### src/esc_pkg.sv
package esc_pkg;
    // register byte offsets
    localparam logic [7:0] A_MISC = 8'h00;
    localparam logic [7:0] A_SCMISC = 8'h04;
    localparam logic [7:0] A_SEED = 8'h10;
    localparam logic [7:0] A_FRQ2 = 8'h18; // read osc2 count, write min limit
    localparam logic [7:0] A_FRQ = 8'h1c; // read freq count, write max limit
    localparam logic [7:0] A_SCM = 8'h20; // read monobit count, write limit
    localparam logic [7:0] A_ENT_FIRST = 8'h40;
    localparam logic [7:0] A_ENT_LAST = 8'h5c;
    localparam logic [7:0] A_INTCTRL = 8'ha0;
    localparam logic [7:0] A_INTMASK = 8'ha4;
    localparam logic [7:0] A_INTSTAT = 8'ha8;
    // misc_control_reg bit positions
    localparam int MC_PROG = 16;
    localparam int MC_TSTOP = 13;
    localparam int MC_ERR = 12;
    localparam int MC_ENTVAL = 10;
    localparam int MC_FCT = 8;
    localparam int MC_ACC = 5;
    // interrupt bit positions
    localparam int IRQ_FCT = 0;
    localparam int IRQ_ENT = 1;
    localparam int IRQ_HW = 2;
    // reset values and bus response codes
    localparam logic [31:0] SCMISC_RST = 32'h0001001f;
    localparam logic [31:0] SEED_RST = 32'h0c800200;
    localparam logic [31:0] FRQMIN_RST = 32'h00000640;
    localparam logic [31:0] FRQMAX_RST = 32'h00006400;
    localparam logic [31:0] SCML_RST = 32'h0078013c;
    localparam logic [1:0] RESP_OKAY = 2'b00;
    localparam logic [1:0] RESP_SLVERR = 2'b10;

    typedef enum logic [2:0] {
        S_IDLE = 3'b001,
        S_START = 3'b010,
        S_GEN = 3'b100
    } esc_state_t;

    typedef struct packed {
        logic [15:0] entDelay;
        logic [15:0] monoMax;
        logic [15:0] monoRange;
        logic [7:0] longRunMax;
        logic [31:0] frqMin;
        logic [31:0] frqMax;
    } esc_cfg_t;

    typedef struct packed {
        logic bitStrobe;
        logic bitVal;
        logic done;
        logic statFail;
        logic freqFail;
        logic [31:0] freq;
        logic [31:0] freq2;
        logic [15:0] ones;
    } esc_res_t;

    function automatic logic inRange(input logic [31:0] v, input logic [31:0] lo,
                                     input logic [31:0] hi);
        return (v >= lo) && (v <= hi);
    endfunction
endpackage

### src/esc_sampler.sv
`timescale 1ns/1ps
module esc_sampler import esc_pkg::*; #(
    parameter int NBITS = 256
) (
    input wire logic mclk, // bus clock
    input wire logic srst, // sync reset
    input wire logic start, // begin a new block
    input wire logic abort, // stop at once
    input esc_cfg_t cfg, // programmed parameters
    input wire logic oscIn, // ring oscillator 1
    input wire logic osc2In, // ring oscillator 2
    output esc_res_t res // bits and test results
);
    localparam int IW = $clog2(NBITS) + 1;
    localparam logic [IW-1:0] LAST = IW'(NBITS - 1);

    logic busy, oscPrev, osc2Prev, lastBit, runFail, frqFail;
    logic [15:0] tmr, ones, nextOnes;
    logic [31:0] cnt, cnt2, thisCnt, thisCnt2;
    logic [IW-1:0] bitIdx;
    logic [7:0] run, nextRun;
    logic tick, isLast, monoOk;

    // edge counts include the edge seen in the closing cycle
    assign tick = busy && (tmr <= 16'h0001);
    assign isLast = bitIdx == LAST;
    assign thisCnt = cnt + {31'h0, oscIn & ~oscPrev};
    assign thisCnt2 = cnt2 + {31'h0, osc2In & ~osc2Prev};
    assign nextOnes = ones + {15'h0, thisCnt[0]};
    assign nextRun = (bitIdx != '0 && thisCnt[0] == lastBit) ?
                     ((run == 8'hff) ? run : run + 8'h01) : 8'h01;
    assign monoOk = inRange({16'h0, nextOnes}, {16'h0, cfg.monoMax - cfg.monoRange},
                            {16'h0, cfg.monoMax});

    always_ff @(posedge mclk) begin
        oscPrev <= oscIn;
        osc2Prev <= osc2In;
    end

    // sampling period timer, one entropy bit per period
    always_ff @(posedge mclk) begin
        if (srst || abort) begin
            busy <= 1'b0;
            tmr <= 16'h0;
            bitIdx <= '0;
        end else if (start) begin
            busy <= 1'b1;
            tmr <= cfg.entDelay;
            bitIdx <= '0;
        end else if (tick) begin
            tmr <= cfg.entDelay;
            bitIdx <= bitIdx + IW'(1);
            if (isLast) busy <= 1'b0;
        end else if (busy) begin
            tmr <= tmr - 16'h0001;
        end
    end

    // oscillator edge counters over one period
    always_ff @(posedge mclk) begin
        if (srst || start || tick) begin
            cnt <= 32'h0;
            cnt2 <= 32'h0;
        end else if (busy) begin
            cnt <= thisCnt;
            cnt2 <= thisCnt2;
        end
    end

    // running health tests: monobit, long run, frequency window
    always_ff @(posedge mclk) begin
        if (srst || start) begin
            ones <= 16'h0;
            run <= 8'h0;
            lastBit <= 1'b0;
            runFail <= 1'b0;
            frqFail <= 1'b0;
        end else if (tick) begin
            ones <= nextOnes;
            run <= nextRun;
            lastBit <= thisCnt[0];
            if (nextRun > cfg.longRunMax) runFail <= 1'b1;
            if (!inRange(thisCnt, cfg.frqMin, cfg.frqMax)) frqFail <= 1'b1;
        end
    end

    // the count's lsb carries the jitter, so it is the entropy bit
    always_ff @(posedge mclk) begin
        if (srst) begin
            res <= '0;
        end else begin
            res.bitStrobe <= tick && !abort; // no bit escapes once halted
            res.done <= tick && isLast && !abort;
            if (tick) begin
                res.bitVal <= thisCnt[0];
                res.freq <= thisCnt;
                res.freq2 <= thisCnt2;
            end
            if (tick && isLast) begin
                res.ones <= nextOnes;
                res.statFail <= !monoOk || runFail || (nextRun > cfg.longRunMax);
                res.freqFail <= frqFail || !inRange(thisCnt, cfg.frqMin, cfg.frqMax);
            end
        end
    end
endmodule

### src/esc_top.sv
`timescale 1ns/1ps
module esc_top import esc_pkg::*; #(
    parameter int NBITS = 256
) (
    input wire logic mclk, // bus clock
    input wire logic srst, // sync reset, active high
    input wire logic awvalid, // write address valid
    output logic awready, // write address ready
    input wire logic [7:0] awaddr, // write byte address
    input wire logic wvalid, // write data valid
    output logic wready, // write data ready
    input wire logic [31:0] wdata, // write data
    input wire logic [3:0] wstrb, // byte enables, full word only
    output logic bvalid, // write response valid
    input wire logic bready, // write response ready
    output logic [1:0] bresp, // write response
    input wire logic arvalid, // read address valid
    output logic arready, // read address ready
    input wire logic [7:0] araddr, // read byte address
    output logic rvalid, // read data valid
    input wire logic rready, // read data ready
    output logic [31:0] rdata, // read data
    output logic [1:0] rresp, // read response
    input wire logic oscIn, // ring oscillator 1
    input wire logic osc2In, // ring oscillator 2
    output logic irq // masked interrupt, active high
);
    localparam int NWORDS = NBITS / 32;
    localparam int BW = $clog2(NBITS);

    esc_state_t state;
    esc_cfg_t cfg;
    esc_res_t res;
    logic prog, acc, errFlag, entValid, fctFail;
    logic [31:0] scmisc, seedCtl, frqMin, frqMax, scml;
    logic [31:0] freqCount, osc2Cnt, monoCnt, wDataQ, rdVal, miscView;
    logic [7:0] awAddrQ;
    logic [31:0] entWord [NWORDS];
    logic [BW-1:0] bitCnt;
    logic [3:0] retryLeft;
    logic [2:0] intStatus, intMask, intEvt, intClr;
    logic awHs, wHs, arHs, weDo, run, rdEntLast, rdErr, isEnt, sampFail, genEnd;

    assign awHs = awvalid && awready;
    assign wHs = wvalid && wready;
    assign arHs = arvalid && arready;
    assign weDo = !awready && !wready && !bvalid;
    assign run = !prog && acc;
    assign isEnt = (araddr >= A_ENT_FIRST) && (araddr <= A_ENT_LAST) && (araddr[1:0] == 2'b00);
    assign rdEntLast = arHs && (araddr == A_ENT_LAST) && acc;
    assign sampFail = res.statFail || res.freqFail;
    assign genEnd = (state == S_GEN) && run && res.done && !(sampFail && retryLeft != 4'h0);

    ////////////////////////////////////////////////////////////////////////////
    // bus write channels: address and data taken in either order
    always_ff @(posedge mclk) begin
        if (srst) begin
            awready <= 1'b1;
            wready <= 1'b1;
            bvalid <= 1'b0;
            bresp <= RESP_OKAY;
            awAddrQ <= 8'h0;
            wDataQ <= 32'h0;
        end else begin
            if (awHs) begin
                awready <= 1'b0;
                awAddrQ <= awaddr;
            end
            if (wHs) begin
                wready <= 1'b0;
                wDataQ <= wdata;
            end
            if (weDo) bvalid <= 1'b1;
            if (bvalid && bready) begin
                bvalid <= 1'b0;
                awready <= 1'b1;
                wready <= 1'b1;
            end
        end
    end

    // status view of misc_control_reg
    always_comb begin
        miscView = 32'h0;
        miscView[MC_PROG] = prog;
        miscView[MC_TSTOP] = (state == S_IDLE);
        miscView[MC_ERR] = errFlag;
        miscView[MC_ENTVAL] = entValid;
        miscView[MC_FCT] = fctFail;
        miscView[MC_ACC] = acc;
    end

    // read decode; limit registers share offsets with counts and are write-only
    always_comb begin
        rdVal = 32'h0;
        rdErr = 1'b0;
        if (isEnt) begin
            if (!acc) rdErr = 1'b1;
            else if (entValid) rdVal = entWord[araddr[4:2]];
        end else begin
            unique case (araddr)
                A_MISC: rdVal = miscView;
                A_SCMISC: rdVal = scmisc;
                A_SEED: rdVal = seedCtl;
                A_FRQ2: rdVal = osc2Cnt;
                A_FRQ: rdVal = freqCount;
                A_SCM: rdVal = monoCnt;
                A_INTCTRL: rdVal = {29'h0, intStatus};
                A_INTMASK: rdVal = {29'h0, intMask};
                A_INTSTAT: rdVal = {29'h0, intStatus & intMask};
                default: rdErr = 1'b1;
            endcase
        end
    end

    // read channel, one read outstanding
    always_ff @(posedge mclk) begin
        if (srst) begin
            arready <= 1'b1;
            rvalid <= 1'b0;
            rdata <= 32'h0;
            rresp <= RESP_OKAY;
        end else if (arHs) begin
            arready <= 1'b0;
            rvalid <= 1'b1;
            rdata <= rdVal;
            rresp <= rdErr ? RESP_SLVERR : RESP_OKAY;
        end else if (rvalid && rready) begin
            rvalid <= 1'b0;
            arready <= 1'b1;
        end
    end

    ////////////////////////////////////////////////////////////////////////////
    // mode and access bits are writable in either mode
    always_ff @(posedge mclk) begin
        if (srst) begin
            prog <= 1'b1;
            acc <= 1'b0;
        end else if (weDo && awAddrQ == A_MISC) begin
            prog <= wDataQ[MC_PROG];
            acc <= wDataQ[MC_ACC];
        end
    end

    // completion flags; a hardware set beats a software clear
    always_ff @(posedge mclk) begin
        if (srst) begin
            errFlag <= 1'b0;
            fctFail <= 1'b0;
            entValid <= 1'b0;
        end else begin
            if (genEnd && sampFail) errFlag <= 1'b1;
            else if (weDo && awAddrQ == A_MISC && (wDataQ[MC_ERR] || wDataQ[MC_PROG]))
                errFlag <= 1'b0;
            if (genEnd && res.freqFail) fctFail <= 1'b1;
            else if (weDo && awAddrQ == A_MISC && (wDataQ[MC_FCT] || wDataQ[MC_PROG]))
                fctFail <= 1'b0;
            if (genEnd && !sampFail) entValid <= 1'b1;
            else if (rdEntLast || prog) entValid <= 1'b0;
        end
    end

    ////////////////////////////////////////////////////////////////////////////
    // sequencer: idle (ok to stop), start pulse, generating
    always_ff @(posedge mclk) begin
        if (srst) begin
            state <= S_IDLE;
        end else begin
            unique case (state)
                S_IDLE: if (run && !entValid && !errFlag) state <= S_START;
                S_START: state <= run ? S_GEN : S_IDLE;
                S_GEN: begin
                    if (!run) state <= S_IDLE;
                    else if (res.done)
                        state <= (sampFail && retryLeft != 4'h0) ? S_START : S_IDLE;
                end
                default: state <= S_IDLE;
            endcase
        end
    end

    // retries left before a failed block is reported
    always_ff @(posedge mclk) begin
        if (srst) retryLeft <= 4'h0;
        else if (state == S_IDLE) retryLeft <= scmisc[19:16];
        else if (state == S_GEN && res.done && sampFail && retryLeft != 4'h0)
            retryLeft <= retryLeft - 4'h1;
    end

    ////////////////////////////////////////////////////////////////////////////
    // configuration is frozen outside programming mode
    always_ff @(posedge mclk) begin
        if (srst) begin
            scmisc <= SCMISC_RST;
            seedCtl <= SEED_RST;
            frqMin <= FRQMIN_RST;
            frqMax <= FRQMAX_RST;
            scml <= SCML_RST;
        end else if (weDo && prog) begin
            unique case (awAddrQ)
                A_SCMISC: scmisc <= wDataQ;
                A_SEED: seedCtl <= wDataQ;
                A_FRQ2: frqMin <= wDataQ;
                A_FRQ: frqMax <= wDataQ;
                A_SCM: scml <= wDataQ;
                default: ;
            endcase
        end
    end

    always_comb begin
        cfg.entDelay = seedCtl[31:16];
        cfg.monoMax = scml[15:0];
        cfg.monoRange = scml[31:16];
        cfg.longRunMax = scmisc[7:0];
        cfg.frqMin = frqMin;
        cfg.frqMax = frqMax;
    end

    esc_sampler #(.NBITS(NBITS)) u_sampler (
        .mclk(mclk),
        .srst(srst),
        .start(state == S_START),
        .abort(!run),
        .cfg(cfg),
        .oscIn(oscIn),
        .osc2In(osc2In),
        .res(res)
    );

    ////////////////////////////////////////////////////////////////////////////
    // entropy store; wiped on restart, discard or return to programming
    always_ff @(posedge mclk) begin
        if (srst || state == S_START || rdEntLast || prog) begin
            for (int i = 0; i < NWORDS; i++) entWord[i] <= 32'h0;
            bitCnt <= '0;
        end else if (res.bitStrobe) begin
            entWord[bitCnt[BW-1:5]][bitCnt[4:0]] <= res.bitVal;
            bitCnt <= bitCnt + BW'(1);
        end
    end

    // edge counters: a new sample beats the clear-on-read; monobit count is not cleared on read
    always_ff @(posedge mclk) begin
        if (srst) begin
            freqCount <= 32'h0;
            osc2Cnt <= 32'h0;
            monoCnt <= 32'h0;
        end else begin
            if (res.bitStrobe) freqCount <= res.freq;
            else if (arHs && araddr == A_FRQ) freqCount <= 32'h0;
            if (res.bitStrobe) osc2Cnt <= res.freq2;
            else if (arHs && araddr == A_FRQ2) osc2Cnt <= 32'h0;
            if (res.done) monoCnt <= {16'h0, res.ones};
        end
    end

    ////////////////////////////////////////////////////////////////////////////
    // interrupt sources mirror the flag set events; write 0 clears
    always_comb begin
        intEvt = 3'b000;
        intEvt[IRQ_FCT] = genEnd && res.freqFail;
        intEvt[IRQ_ENT] = genEnd && !sampFail;
        intEvt[IRQ_HW] = genEnd && sampFail;
        intClr = (weDo && awAddrQ == A_INTCTRL) ? ~wDataQ[2:0] : 3'b000;
        intClr[IRQ_ENT] = intClr[IRQ_ENT] | rdEntLast;
    end

    always_ff @(posedge mclk) begin
        if (srst) begin
            intStatus <= 3'b000;
            intMask <= 3'b000;
            irq <= 1'b0;
        end else begin
            intStatus <= (intStatus & ~intClr) | intEvt;
            if (weDo && awAddrQ == A_INTMASK) intMask <= wDataQ[2:0];
            irq <= |(intStatus & intMask);
        end
    end

    ////////////////////////////////////////////////////////////////////////////
    property p_reset_prog;
        @(posedge mclk) disable iff (srst) $past(srst) |-> prog && miscView[MC_TSTOP];
    endproperty
    a_reset_prog: assert property (p_reset_prog) else $error("not in prog after reset");

    property p_tstop_reset;
        @(posedge mclk) disable iff (srst) $past(srst) |-> rdVal[MC_TSTOP] || araddr != A_MISC;
    endproperty
    a_tstop_reset: assert property (p_tstop_reset) else $error("ok-to-stop low");

    property p_quiet_prog;
        @(posedge mclk) disable iff (srst) prog [*2] |=> !res.bitStrobe;
    endproperty
    a_quiet_prog: assert property (p_quiet_prog) else $error("bit made in prog");

    property p_start_run;
        @(posedge mclk) disable iff (srst)
            $fell(prog) && acc && state == S_IDLE && !entValid && !errFlag
            |=> state == S_START;
    endproperty
    a_start_run: assert property (p_start_run) else $error("run did not start");

    property p_halt_prog;
        @(posedge mclk) disable iff (srst) prog |=> state == S_IDLE;
    endproperty
    a_halt_prog: assert property (p_halt_prog) else $error("gen in prog");

    property p_halt_acc;
        @(posedge mclk) disable iff (srst) !acc |=> state == S_IDLE && !res.done;
    endproperty
    a_halt_acc: assert property (p_halt_acc) else $error("gen without access");

    property p_valid_end;
        @(posedge mclk) disable iff (srst)
            state == S_GEN && run && res.done && !sampFail |=> entValid && !errFlag;
    endproperty
    a_valid_end: assert property (p_valid_end) else $error("valid flag missing");

    property p_ent_locked;
        @(posedge mclk) disable iff (srst)
            arHs && isEnt && !acc |=> rvalid && rdata == 32'h0 && rresp == RESP_SLVERR;
    endproperty
    a_ent_locked: assert property (p_ent_locked) else $error("entropy leaked");

    property p_discard;
        @(posedge mclk) disable iff (srst)
            rdEntLast && state == S_IDLE && !errFlag ##1 run |=> state == S_START && !entValid;
    endproperty
    a_discard: assert property (p_discard) else $error("no regen after last");

    property p_frq_clear;
        @(posedge mclk) disable iff (srst)
            arHs && araddr == A_FRQ && !res.bitStrobe |=> freqCount == 32'h0;
    endproperty
    a_frq_clear: assert property (p_frq_clear) else $error("count not cleared");

    property p_cfg_frozen;
        @(posedge mclk) disable iff (srst)
            weDo && !prog && awAddrQ == A_SEED |=> $stable(seedCtl);
    endproperty
    a_cfg_frozen: assert property (p_cfg_frozen) else $error("cfg written in run");

    property p_mask_reset;
        @(posedge mclk) disable iff (srst) $past(srst) |-> intMask == 3'b000 && !irq;
    endproperty
    a_mask_reset: assert property (p_mask_reset) else $error("irq enabled at reset");
endmodule

### config.mk
export PLATFORM = sky130hd
export DESIGN_NAME = esc_top
export DESIGN_NICKNAME = d
export VERILOG_FILES = /design/src/esc_pkg.sv /design/src/esc_sampler.sv /design/src/esc_top.sv
export SDC_FILE = /design/constraint.sdc
export NUM_CORES = 2
export LEC_CHECK = 0
export BUFFER_PORTS_ARGS = -buffer_cell sky130_fd_sc_hd__buf_4
export CAP_MARGIN = 10
export CORE_MARGIN = 3
export CORE_UTILIZATION = 55
export CTS_CLUSTER_SIZE = 16
export DETAILED_ROUTE_END_ITERATION = 8
export PLACE_DENSITY = 0.81
export SETUP_SLACK_MARGIN = 0.1
export SKIP_LAST_GASP = 1
export SYNTH_ARGS = -nofsm -noshare
export SYNTH_HDL_FRONTEND = slang
export SYNTH_SLANG_ARGS = --single-unit
### constraint.sdc
create_clock -name mclk -period 11.63 [get_ports mclk]
set_clock_uncertainty 0.1 [all_clocks]
set_input_delay 0.5815 -clock mclk [delete_from_list [all_inputs] [get_ports mclk]]
set_output_delay 0.5815 -clock mclk [all_outputs]
set_load 0.03 [all_outputs]
==> impl_metrics.toml <==
[status]
status = "finished, final reports clean"

[worst_setup_path]
crit_arrival_ns = 5.56
critical_path.startpoint = "oscIn"
crit_chain = "dlygate4sd3_1, buf_4, nor2b_1, ha_1, ha_1, nand3_2, nor3_4, and3_1, and3_1, nand3_1, xnor2_1, ha_1, nand4_1, nor3_1, nand2_1, nor3_1, a21boi_0, o21ai_0, o31a_1, a211oi_1"
critPathLaunchType = "input pin"
rr_worst_depth = 18
crit_fanout = 8
crit_end = "u_sampler.res[80]"
cp_common_cell = "ha_1"
slowest_stage = "dlygate4sd3_1"
worstSetupPathDepth = 20
r2r_start = "u_sampler.oscPrev"
reg2reg_slack_ns = 6.81
cp_top_family = "simple AND/OR/NAND/NOR gates"
r2r-end = "u_sampler.res[80]"
crit_required_ns = 12.07
end_kind = "register"
max_stage_delay_ns = 0.53
timing.critical_path.buf_inv = 2
path_class = "in -> reg"

[floorplanning]
rows = 96
coreArea_um2 = 68900
io_pins = 103
fp.dieH_um = 270
die-width_um = 270
dieArea_um2 = 73100
initial_core_util_pct = 55.8

[pwr]
vdd_drop_max_mv = 0.117
power_density_nw_per_um2 = 138
p_leak_nw = 15.1
power.total_mw = 5.78

[detailed_routing]
vias = 31755
first_pass_iters = 8
wl_per_cell_um = 21.0
initialDrtViolationCount = 3736
drc = 0
vias_per_cell = 6.14
ant_nets = 0
drt_wl_total_um = 108000

[cts]
clockBufferDepth = 3
postCtsSetupRepairBufs = 0
cts_tree = "yes"
cts-root-buf = "clkbuf_16"
path_clk_slew_ns = 0.07
cts_buffers = 82
worstSkewPairLatency_ns = 0.64
htree_levels = 3
clock_sinks = 804

[sta]
setup_viol = 0
worstMarginPinSlew_ns = 1.31
drv_slew = 0
setup_tns_ns = 0
hold_slack_ns = 0.0479
max_slew_margin_pct = 11.8
worst_slack_ns = 6.50
fin_crit_ns = 5.13
min_period_over_period_pct = 44.1
hold_viol_final = 0
rsz0062_at_grt = "false"
fmax_ghz = 0.195

[placement]
portBuffers = 95
finalWeightedCongestion = 0.965
post-place-ws_ns = 6.53
post-dp-hpwl_um = 68900
place_area_um2 = 39300
dp_cells = 5020

[final_layout]
final_area_um2 = 41900
largest_reg_flops = 256
antenna_cells = 0
fin_util_pct = 60.8
area_growth_pct = 8.96
drive_above_1_share_pct = 9.34
largest_register = "entWord"
layout.nets = 4373
final_cells = 5172
top_regs = "entWord x256, u_sampler.res x84"

[grt]
grt.met3_usage_pct = 6.92
grt_util_all_layers_pct = 29.0
use_met1_pct = 37.6
antenna_found_initial = 3
grt_pass1_vias = 30095
global_route.peak_usage_layer = "met2"
grt_pass1_wl_um = 167000
use_met2_pct = 45.3
grt_max_degree = 260
grt.overflow.total = 0

[yosys]
yosys_warnings = 0
yosys.area.top_type = "dfxtp_1"
synthFlopType = "dfxtp_1"
syn_area_per_cell_um2 = 8.97
yosys.area.top_type_share_pct = 28.5
synth_area_leaders = "dfxtp_1, edfxtp_1, nand2_1"
ys_types = 76
yosys_register_bits = 804
syn_area_um2 = 38500
synth_cells = 4287
synth_seq_area_share_pct = 48.5
ys_async_sr_fraction_pct = 0
synth_edf_count = 256

[min_path]
min_path_type = "in -> reg"

[flow_run]
maxCapViolations = 0
synth_stat cells, drive strengths merged, types with 23 or more instances:
library cell  number
nor2             633
inv              142
mux2              32
a221oi            33
dfxtp            548
a21o              31
o211ai            23
clkbuf           244
a21oi            304
and3              30
xor2             100
a22oi             88
o21ai            389
nor3              58
buf               92
ha               136
nand2            634
nand3             87
a211oi            46
edfxtp           256
mux4              64
mux2i             42
a31oi             33
nand4             43
xnor2             56
how the worst min path moves through the flow:
stage,cells after the start,startpoint,slack [ns],end
floorplan,2,osc2Cnt[11],0.33,rdata[11]
global placement,2,seedCtl[1],0.34,seedCtl[1]
detailed placement,2,seedCtl[10],0.34,seedCtl[10]
CTS,2,wvalid,0.03,wready
global route,2,wvalid,0.09,wready
finish,2,wvalid,0.05,wready
power by group:
group | leakage (nW) | internal [mW] | switching [mW] | total, mW
clock network | 1.29 | 1.47 | 1.13 | 2.59
registers | 7.57 | 2.92 | 0.0536 | 2.97
logic | 6.28 | 0.0754 | 0.142 | 0.217
total | 15.1 | 4.46 | 1.32 | 5.78
cell usage in the layout, fill, tap and decap left out, drive strengths merged, types with 43 or more instances in the layout:
cell	instances
a21oi	304
mux4	64
edfxtp	256
nand2	634
inv	147
xnor2	56
nor2	633
nor3	58
dfxtp	548
clkbuf	118
xor2	100
o21ai	389
a211oi	46
nand3	87
buf	136
nand4	43
a22oi	88
ha	136
worst reg2reg max path, cell delays in order, from the launching register on:
cell      delay, ns
dfxtp_1        0.30
nor2b_1        0.11
ha_1           0.23
ha_1           0.26
nand3_2        0.15
nor3_4         0.35
and3_1         0.40
and3_1         0.39
nand3_1        0.14
xnor2_1        0.35
ha_1           0.23
nand4_1        0.17
nor3_1         0.38
nand2_1        0.12
nor3_1         0.28
a21boi_0       0.20
o21ai_0        0.12
o31a_1         0.19
a211oi_1       0.26
cell families (layout without fill, tap and decap cells):
kind of cell               Yosys count  count (layout)  synth area share (%)
other                                1               3               0.00975
xor gates and xnor gates           156             156                  3.55
DFF                                804             804                  48.5
buffers and inverters              478             430                  5.19
muxes                              138             138                  5.78
and+or+nand+nor                   1584            1584                  17.5
adders and majority gates          137             137                  4.48
AOI/OAI and AO/OA                  989             989                  14.9
area by class of cell:
class | count | area (um2)
Tap cell | 931 | 1160
Clock inverter | 32 | 263
Clock buffer | 118 | 2360
Multi-Input combinational cell | 3007 | 17800
Fill cell | 5582 | 27000
Inverter | 142 | 533
Timing Repair Buffer | 138 | 1070
Sequential cell | 804 | 18700
timing repair:
action,CTS,global route
endpoints found under the hold margin,2,0
gates resized for setup,0,0
hold buffers,2,0
layer usage:
metal / wire [um] / up-vias
li1: - / 14646
met1: 41000 / 15033
met2: 48500 / 1724
met3: 13000 / 350
met4: 5940 / 2
met5: 13 / -
(Power assumes the default switching activity.)
